--- config.mk ---
export PLATFORM = sky130hd
export DESIGN_NAME = sarhc_host
export DESIGN_NICKNAME = d
export VERILOG_FILES = /design/src/logic/sarhc_host.v /design/src/logic/sarhc_timer.v
export VERILOG_INCLUDE_DIRS = /design/src /design/src/logic
export SDC_FILE = /design/constraint.sdc
export NUM_CORES = 1
export LEC_CHECK = 0
export BUFFER_PORTS_ARGS = -buffer_cell sky130_fd_sc_hd__buf_2
export CORE_MARGIN = 4
export CORE_UTILIZATION = 35
export DETAILED_ROUTE_END_ITERATION = 8
export GPL_ROUTABILITY_DRIVEN = 1
export HOLD_SLACK_MARGIN = 0.02
export SLEW_MARGIN = 20
export SYNTH_ARGS = -nofsm -noshare
export SYNTH_HDL_FRONTEND = slang
export SYNTH_SLANG_ARGS = --single-unit
--- constraint.sdc ---
create_clock -name core_clk_in -period 5.5 [get_ports core_clk_in]
set_clock_uncertainty 0.2 [all_clocks]
set_input_delay 1.1 -clock core_clk_in [delete_from_list [all_inputs] [get_ports core_clk_in]]
set_output_delay 1.1 -clock core_clk_in [all_outputs]
set_load 0.05 [all_outputs]
--- src/logic/sarhc_regs.vh ---
`ifndef SARHC_REGS_VH
`define SARHC_REGS_VH
// ******************************************************
// timing, in ns, and derived cycle counts at 40 ns
// ******************************************************
`define SARHC_CLK_NS          40
`define SARHC_T_HOLD_NS       40
`define SARHC_T_ABORT_NS      70
`define SARHC_T_SETTLE_NS     600
`define SARHC_T_CONVLOW_NS    40
`define SARHC_T_RDLOW_NS      50
`define SARHC_T_RDHIGH_NS     50
// least times round up, never below one cycle
`define SARHC_CYC(ns) (((ns) + `SARHC_CLK_NS - 1) / `SARHC_CLK_NS)
`define SARHC_HOLD_CYC    `SARHC_CYC(`SARHC_T_HOLD_NS)
`define SARHC_ABORT_CYC   `SARHC_CYC(`SARHC_T_ABORT_NS)
`define SARHC_SETTLE_CYC  `SARHC_CYC(`SARHC_T_SETTLE_NS)
`define SARHC_CONVLOW_CYC `SARHC_CYC(`SARHC_T_CONVLOW_NS)
`define SARHC_RDLOW_CYC   `SARHC_CYC(`SARHC_T_RDLOW_NS)
`define SARHC_RDHIGH_CYC  `SARHC_CYC(`SARHC_T_RDHIGH_NS)
`define SARHC_CNT_W       5
`define SARHC_DATA_W      18
`endif

--- src/logic/sarhc_host.v ---
`include "sarhc_regs.vh"
// Summary of operation
// - host may start reading as soon as busy falls
// - no read or select change within 40 ns of convert-start fall
// - abort by second edge or chip-select fall 70 ns after start
// - busy may be tied to step clock to advance channel
// - at least 600 ns from step clock rise to convert-start fall
module sarhc_host (
  input  wire                     core_clk_in,
  input  wire                     arst_n_in,
  input  wire                     start_in,
  input  wire                     abort_in,
  input  wire                     width16_in,
  input  wire                     step_in,
  input  wire [1:0]               chan_in,
  input  wire                     seq_reset_in,
  input  wire                     busy_in,
  input  wire [`SARHC_DATA_W-1:0] data_in,
  output reg                      convert_start_n_out,
  output reg                      chip_select_n_out,
  output reg                      read_n_out,
  output reg                      bus_width_select_out,
  output reg                      mux_step_clock_out,
  output reg                      chan_sel_low_out,
  output reg                      chan_sel_high_out,
  output reg                      sequence_reset_sel_out,
  output reg  [`SARHC_DATA_W-1:0] result_out,
  output reg                      result_valid_out,
  output reg                      aborted_out,
  output reg                      ready_out
);
  // ******************************************************
  // states
  // ******************************************************
  localparam [2:0] ST_IDLE   = 3'h0;
  localparam [2:0] ST_CLOW   = 3'h1;
  localparam [2:0] ST_HOLD   = 3'h2;
  localparam [2:0] ST_BUSY   = 3'h3;
  localparam [2:0] ST_RDLOW  = 3'h4;
  localparam [2:0] ST_RDHIGH = 3'h5;
  localparam [2:0] ST_STEP   = 3'h6;
  localparam [2:0] ST_ABORT  = 3'h7;
  // 32-bit cycle counts, cut to the timer width where they are used
  localparam [31:0] CONVLOW_CYC = `SARHC_CONVLOW_CYC;
  localparam [31:0] HOLDGAP_CYC = `SARHC_HOLD_CYC - `SARHC_CONVLOW_CYC + 1;
  localparam [31:0] RDLOW_CYC   = `SARHC_RDLOW_CYC;
  localparam [31:0] RDHIGH_CYC  = `SARHC_RDHIGH_CYC;
  localparam [31:0] SETTLE_CYC  = `SARHC_SETTLE_CYC;
  localparam [31:0] ABORT_CYC   = `SARHC_ABORT_CYC;

  reg  [2:0] state;
  reg        busy_seen;
  reg        abort_ok;
  reg        settle_load;
  reg        tmr_load;
  reg  [`SARHC_CNT_W-1:0] tmr_val;
  wire       tmr_done;
  wire       settle_done;
  wire       abort_done;
  reg        abort_load;

  sarhc_timer u_tmr (
    .core_clk_in (core_clk_in),
    .arst_n_in   (arst_n_in),
    .load_in     (tmr_load),
    .value_in    (tmr_val),
    .done_out    (tmr_done)
  );
  sarhc_timer u_settle (
    .core_clk_in (core_clk_in),
    .arst_n_in   (arst_n_in),
    .load_in     (settle_load),
    .value_in    (SETTLE_CYC[`SARHC_CNT_W-1:0]),
    .done_out    (settle_done)
  );
  sarhc_timer u_abort (
    .core_clk_in (core_clk_in),
    .arst_n_in   (arst_n_in),
    .load_in     (abort_load),
    .value_in    (ABORT_CYC[`SARHC_CNT_W-1:0]),
    .done_out    (abort_done)
  );

  // ******************************************************
  // sequencer
  // ******************************************************
  always @* begin
    tmr_load    = 1'b0;
    tmr_val     = {`SARHC_CNT_W{1'b0}};
    settle_load = 1'b0;
    abort_load  = 1'b0;
    case (state)
      ST_IDLE: begin
        if (step_in) begin
          settle_load = 1'b1;
        end else if (start_in && settle_done) begin
          tmr_load   = 1'b1;
          tmr_val    = CONVLOW_CYC[`SARHC_CNT_W-1:0];
          abort_load = 1'b1;
        end
      end
      ST_CLOW: begin
        if (tmr_done) begin
          tmr_load = 1'b1;
          tmr_val  = HOLDGAP_CYC[`SARHC_CNT_W-1:0];
        end
      end
      ST_BUSY: begin
        if (busy_seen && !busy_in) begin
          tmr_load = 1'b1;
          tmr_val  = RDLOW_CYC[`SARHC_CNT_W-1:0];
        end
      end
      ST_RDLOW: begin
        if (tmr_done) begin
          tmr_load = 1'b1;
          tmr_val  = RDHIGH_CYC[`SARHC_CNT_W-1:0];
        end
      end
      ST_ABORT: begin
        tmr_load = 1'b1;
        tmr_val  = RDHIGH_CYC[`SARHC_CNT_W-1:0];
      end
      default: begin
        tmr_load = 1'b0;
      end
    endcase
  end

  always @(posedge core_clk_in or negedge arst_n_in) begin
    if (!arst_n_in) begin
      state                  <= ST_IDLE;
      busy_seen              <= 1'b0;
      abort_ok               <= 1'b0;
      convert_start_n_out    <= 1'b1;
      chip_select_n_out      <= 1'b1;
      read_n_out             <= 1'b1;
      bus_width_select_out   <= 1'b1;
      mux_step_clock_out     <= 1'b0;
      chan_sel_low_out       <= 1'b0;
      chan_sel_high_out      <= 1'b0;
      sequence_reset_sel_out <= 1'b0;
      result_out             <= {`SARHC_DATA_W{1'b0}};
      result_valid_out       <= 1'b0;
      aborted_out            <= 1'b0;
      ready_out              <= 1'b0;
    end else begin
      result_valid_out <= 1'b0;
      aborted_out      <= 1'b0;
      case (state)
        ST_IDLE: begin
          ready_out <= settle_done && !step_in;
          if (step_in) begin
            chan_sel_low_out       <= chan_in[0];
            chan_sel_high_out      <= chan_in[1];
            sequence_reset_sel_out <= seq_reset_in;
            state                  <= ST_STEP;
          end else if (start_in && settle_done) begin
            // selects change a cycle before convert falls
            chip_select_n_out    <= 1'b0;
            bus_width_select_out <= ~width16_in;
            busy_seen            <= 1'b0;
            abort_ok             <= 1'b0;
            ready_out            <= 1'b0;
            state                <= ST_CLOW;
          end
        end
        ST_STEP: begin
          // selects set one cycle ahead of the rising edge
          mux_step_clock_out <= 1'b1;
          state              <= ST_IDLE;
        end
        ST_CLOW: begin
          // a short busy may come and go before the hold ends
          if (busy_in) begin
            busy_seen <= 1'b1;
          end
          // convert falls one cycle after the selects
          if (tmr_done) begin
            convert_start_n_out <= 1'b1;
            state               <= ST_HOLD;
          end else begin
            convert_start_n_out <= 1'b0;
          end
        end
        ST_HOLD: begin
          if (busy_in) begin
            busy_seen <= 1'b1;
          end
          if (tmr_done) begin
            state <= ST_BUSY;
          end
        end
        ST_BUSY: begin
          if (busy_in) begin
            busy_seen <= 1'b1;
          end
          if (abort_done) begin
            abort_ok <= 1'b1;
          end
          if (abort_in && abort_ok && !busy_seen_fell(busy_seen, busy_in)) begin
            // raise chip-select now so that the next cycle gives its fall
            chip_select_n_out <= 1'b1;
            state             <= ST_ABORT;
          end else if (busy_seen && !busy_in) begin
            read_n_out <= 1'b0;
            state      <= ST_RDLOW;
          end
        end
        ST_RDLOW: begin
          if (tmr_done) begin
            result_out       <= data_in;
            result_valid_out <= 1'b1;
            read_n_out       <= 1'b1;
            chip_select_n_out <= 1'b1;
            state            <= ST_RDHIGH;
          end
        end
        ST_ABORT: begin
          // chip-select fall ends the running conversion
          chip_select_n_out <= 1'b0;
          aborted_out       <= 1'b1;
          state             <= ST_RDHIGH;
        end
        ST_RDHIGH: begin
          // only an abort leaves chip-select low here, for one cycle
          chip_select_n_out <= 1'b1;
          if (tmr_done) begin
            state <= ST_IDLE;
          end
        end
        default: begin
          state <= ST_IDLE;
        end
      endcase
      // step clock falls ahead of each new step
      if (state != ST_STEP && mux_step_clock_out && start_in) begin
        mux_step_clock_out <= 1'b0;
      end else if (state == ST_IDLE && step_in) begin
        mux_step_clock_out <= 1'b0;
      end
    end
  end

  function busy_seen_fell;
    input seen;
    input bsy;
    begin
      busy_seen_fell = seen & ~bsy;
    end
  endfunction
endmodule // sarhc_host

--- src/logic/sarhc_timer.v ---
`include "sarhc_regs.vh"
// ******************************************************
// down counter: load a cycle count, done when it reaches zero
// ******************************************************
module sarhc_timer (
  input  wire                     core_clk_in,
  input  wire                     arst_n_in,
  input  wire                     load_in,
  input  wire [`SARHC_CNT_W-1:0]  value_in,
  output wire                     done_out
);
  reg [`SARHC_CNT_W-1:0] count;
  always @(posedge core_clk_in or negedge arst_n_in) begin
    if (!arst_n_in) begin
      count <= {`SARHC_CNT_W{1'b0}};
    end else if (load_in) begin
      count <= value_in;
    end else if (count != {`SARHC_CNT_W{1'b0}}) begin
      count <= count - {{(`SARHC_CNT_W-1){1'b0}}, 1'b1};
    end
  end
  assign done_out = (count == {`SARHC_CNT_W{1'b0}});
endmodule // sarhc_timer

After elaboration in Yosys (flattened, before gate mapping)
Cells that the tools add are included.

Logic and storage cells: 130. Output and inout bits: 29. Bits in registers: 49. Input bits: 28.

Reductions and logical operators: 36. Add/subtract/negate cells: 3. Equal/unequal tests: 21. Multiplexer cells: 48. Bitwise gates (word level): 4.

Operators by type and width (count): two-way mux 5 bit (6); two-way mux 1 bit (25); two-way mux 3 bit (8); one-hot mux 3 bit (8 select lines) (1); != test 2 bit (second input constant) (10); nonzero test 5 bit (4); logical NOT 5 bit (3); subtractor 5 x 1 -> 5 bit (second input constant) (3); == test 3 bit (second input constant) (4); AND reduction 4 bit (3); nonzero test 2 bit (6); one-hot mux 2 bit (5 select lines) (1); != test 3 bit (second input constant) (3); logical AND 1 bit (8); == test 3 x 2 -> 1 bit (second input constant) (2); one-hot mux 1 bit (2 select lines) (3); AND reduction 6 bit (1); one-hot mux 1 bit (5 select lines) (1); AND reduction 5 bit (1); two-way mux 2 bit (2); one-hot mux 1 bit (4 select lines) (1); AND reduction 2 bit (2); == test 3 x 1 -> 1 bit (second input constant) (1); logical NOT 1 bit (3); 8 further kinds (10).

Logic depth before layout (Yosys ltp)
Depth after elaboration: 6. Depth in mapped cells: 7. Gate-level depth less buffers: 6.

By module
From an unflattened synthesis, not the netlist that was laid out.

Cell total of the unflattened synthesis: 211. Area, all modules: 2411.1 um^2.

By module, submodules not included: sarhc_host (seq. area each 855.8 um^2, instances 1, area an instance 1574.0 um^2, cells each 130); sarhc_timer (seq. area each 125.1 um^2, instances 3, area an instance 279.0 um^2, cells each 27).

Least setup slack after synthesis
OpenSTA, ideal clock, no wires.

Path type: input -> register. From: input port start_in. To: register state[0]. Data required time: 5213 ps. Slack: 3337 ps. Cell stages on the path: 4. Arrival time: 1876 ps. Path buffers: 0. Library setup time: 87 ps. Cells stage by stage: nor2b_1 nand2_1 a211o_1 a22oi_1.

Cells in the longest elaborated chain, start to end: 3.

Ends and longest elaborated chain: from (decl) (RTL line sarhc_host.v:11) `input wire start_in,`; logical AND 1 bit (RTL line sarhc_host.v:158) `end else if (start_in && settle_done) begin`; != test 3 bit (no line); AND reduction 6 bit (no line); to (signal assigned) (RTL line sarhc_host.v:157) `state <= ST_STEP;`; to (signal assigned) (RTL line sarhc_host.v:165) `state <= ST_CLOW;`; to (signal assigned) (RTL line sarhc_host.v:171) `state <= ST_IDLE;`; to (decl) (RTL line sarhc_host.v:51) `reg [2:0] state;`.

No other way between the ends. A chain may end at the register's enable or synchronous reset.

Worst setup path after layout
From: register u_tmr.count[0]. To: register result_out[7].

Cells in the longest elaborated chain, start to end: 2.

Ends and longest elaborated chain: from (decl) (RTL line sarhc_timer.v:12) `` reg [`SARHC_CNT_W-1:0] count; ``; from (signal assigned) (RTL line sarhc_timer.v:15) `` count <= {`SARHC_CNT_W{1'b0}}; ``; from (signal assigned) (RTL line sarhc_timer.v:17) `count <= value_in;`; from (signal assigned) (RTL line sarhc_timer.v:19) `` count <= count - {{(`SARHC_CNT_W-1){1'b0}}, 1'b1}; ``; logical NOT 5 bit (RTL line sarhc_timer.v:22) `` assign done_out = (count == {`SARHC_CNT_W{1'b0}}); ``; AND reduction 2 bit (no line); to (signal assigned) (RTL line sarhc_host.v:143) `` result_out <= {`SARHC_DATA_W{1'b0}}; ``; to (signal assigned) (RTL line sarhc_host.v:212) `result_out <= data_in;`; to (decl) (RTL line sarhc_host.v:27) `` output reg [`SARHC_DATA_W-1:0] result_out, ``.

No other way between the ends.

==> impl_metrics.csv <==
group,metric,value,unit
outcome,status,"finished clean",
sta,tightest_slew,0.8950,ns
critical_path,crit_family,"simple AND/OR/NAND/NOR gates",
critical_path,crit_path_start_kind,"register",
logic_synthesis,ys_seq_area_frac,0.5109,
critical_path,worst-path-stages,5,
power,leakagePower,0.001339,uW
logic_synthesis,yosysTopAreaCellShare,0.4673,
detailed_routing,routed_via_density,5.177,
cells_and_area,multi_input_area,1079,um2
logic_synthesis,synth-edff-count,0,
sta,fin_crit_sh,0.5016,
die,rows,29,
power,seqPwrFrac,0.364,
critical_path,rr_startpoint,"u_tmr.count[0]",
cts,clk_latency,0.30,ns
power,combPwrFrac,0.519,
cells_and_area,antenna_cells,0,
grt,grt_pass1_vias,1768,
logic_synthesis,ys.flop_type,"dfrtp_1",
grt,overflow,0,
detailed_routing,ant_nets,0,
die,coreArea,6531,um2
run,maxCapViolations,0,
logic_synthesis,synth_common_cells,"dfrtp_1, mux2_4, nor2_1, nand2_1, a21oi_1",
critical_path,crit_buf_inv,1,
critical_path,crit_path_top_delay_cell,"nand3_2",
sta,final_hold_viol_count,0,
cts,cts_tree,"built",
cts,htree_levels,2,
grt,grt_first_pass_wirelength,8424,um
cells_and_area,fin_nets,299,
cells_and_area,area_growth_syn_to_layout,17.29,%
power,power.share.clock,0.117,
cells_and_area,final_area,2826,um2
placed_design,place_hpwl,3446,um
sta,slew_headroom,0.3949,
logic_synthesis,synth_area_leader_cell,"dfrtp_1",
sta,rsz0062_at_grt,"false",
detailed_routing,wl,4922,um
grt,antenna_found_initial,0,
sta,clock.fmax,362.5,MHz
critical_path,max_stage_delay,0.66,ns
die,die_height,90.98,um
critical_path,required,5.48,ns
cts,post_cts_resized,0,
cells_and_area,drive_above_1_share,0.3745,
power,p_sw,916.7,uW
die,die_x,90.98,um
logic_synthesis,netlist_area,2410,um2
critical_path,worstPathArrival,2.74,ns
logic_synthesis,syn_avg_cell_area,11.48,um2
detailed_routing,drtIter0Drc,75,
power,p_total,1897,uW
min_path,min_path_type,"reg2reg",
cts,cts_root_buffer,"clkbuf_8",
logic_synthesis,synthCells,210,
cts,cts_made_buffers,5,
grt,grt_max_degree,50,
die,ios,57,
power,p_sw_frac,0.4832,
cts,clkTransAtPathRegs,0.10,ns
logic_synthesis,yosysMostFrequentCell,"dfrtp_1",
placed_design,placed_cell_area,2731,um2
logic_synthesis,synth-warning-count,0,
critical_path,critical_path_class,"reg2reg",
detailed_routing,dr.pass1.iters,4,
logic_synthesis,async_flop_share,1.000,
sta,final_max_slew_viol_count,0,
logic_synthesis,synth_cell_types,41,
placed_design,gp_congestion,0.7781,
sta,fin_crit,2.759,ns
detailed_routing,post-route-drc-count,0,
critical_path,path_cells,"inv_1, ha_1, nor4b_4, nand3_2, mux2_4",
critical_path,crit_end,"result_out[7]",
cts,hold_buffers,0,
placed_design,port_buffers,56,
detailed_routing,wl_per_cell,14.31,um
critical_path,timing.rr.end,"result_out[7]",
cts,postCtsSetupBuffers,0,
critical_path,reg2regPathDepth,5,
sta,setup_viol,0,
power,intPower,980.6,uW
cells_and_area,regArea,1231,um2
grt,grt_usage,0.1224,
critical_path,reg2reg_slack,2.74,ns
die,design.die.area,8276,um2
logic_synthesis,synth_area_leaders,"dfrtp_1, mux2_4, dfstp_2, a21oi_1, o21ai_0",
cts,clockBufferDepth,2,
logic_synthesis,synth.ff_latch_count,49,
power,vdd_drop_max,222.1,uV
critical_path,crit_fanout,21,
sta,finalSetupTns,0,ns
detailed_routing,vias,1781,
critical_path,critPathCaptureType,"register",
die,initial_core_util,0.3690,
logic_synthesis,synthesis.nets,243,
cells_and_area,nFillCells,620,
power,power.density,671.3,nW/um2
critical_path,startpoint,"u_tmr.count[0]",
cts,clock_sinks,49,
[registers in the layout (all words and copies together) (netlist names), 3 cells and up]
name            count
result_out         18
state               3
u_abort.count       5
u_settle.count      5
u_tmr.count         5
[how the worst min path moves through the flow]
stage                               from              endpoint  depth (start not counted)
floorplan               u_abort.count[4]      u_abort.count[4]                          1
global placement    bus_width_select_out  bus_width_select_out                          2
detailed placement  bus_width_select_out  bus_width_select_out                          2
CTS                 bus_width_select_out  bus_width_select_out                          2
global route               result_out[8]         result_out[8]                          1
finish              bus_width_select_out  bus_width_select_out                          2
[layout make-up]
class	instances	share of cell area
clock buffers	5	0.02435
well taps	77	0.03409
flip-flops and latches	49	0.4356
multi-input cells	143	0.3816
repair buffers	57	0.1018
clock inverters	3	0.009296
inverters	10	0.01328
[power by group through the flow]
stage | clock network (uW) | registers [uW] | logic [uW]
after CTS | 233 | 689 | 993
final | 223 | 690 | 985
after detailed placement | 0 | 696 | 987
after global routing | 248 | 720 | 1060
after global placement | 0 | 694 | 974
after floorplan | 0 | 979 | 496
[placed cells by master (no fill, tap or decap), types with 3 or more instances in the layout]
cell type and n:
nor2b_1 3, ha_1 5, o31ai_1 3, or3_1 3, buf_2 56, mux2_2 3, o21ai_0 13, inv_1 9
nand2b_1 5, and3_1 3, dfstp_2 4, a31oi_1 3, nand2_1 15, o211ai_1 5, mux2_4 18, xnor2_1 4
a21oi_1 14, dfrtp_1 45, nor3_1 7, clkbuf_8 5, nor2_1 16
[per-stage QoR]
stage          utilization  std cells  hold WS [ns]  worst slack, ns
2_1_floorplan            -        210        0.2777            3.337
3_3_place_gp        0.4182        336        0.2639            2.798
3_5_place_dp        0.4182        336        0.2852            2.764
4_1_cts             0.4328        344        0.2997            2.739
5_1_grt             0.4328        344        0.3292            2.561
6_report            0.4328        344        0.2942            2.741
[layer usage]
metal  routed length [um]  track usage  vias to the layer above
met5                    0            0                        -
met4                   42      0.03518                        0
met3                  332      0.03471                        5
met2                 2056       0.1790                       61
met1                 2490       0.1769                      856
li1                     -            -                      859
[worst register-to-register path: stages (launching register included)]
cell and delay [ns]:
dfrtp_1 0.43, inv_1 0.12, ha_1 0.19, nor4b_4 0.49, nand3_2 0.66, mux2_4 0.54
[logic make-up after synthesis]
family | after synthesis | share of synthesized area
muxes | 21 | 0.1262
AOI/OAI and AO/OA | 48 | 0.1267
xor gates and xnor gates | 4 | 0.01454
DFF | 49 | 0.5109
adders and majority gates | 5 | 0.02596
buffers and inverters | 18 | 0.04153
and+or+nand+nor | 65 | 0.1542
Power figures use the tool's default switching activity.
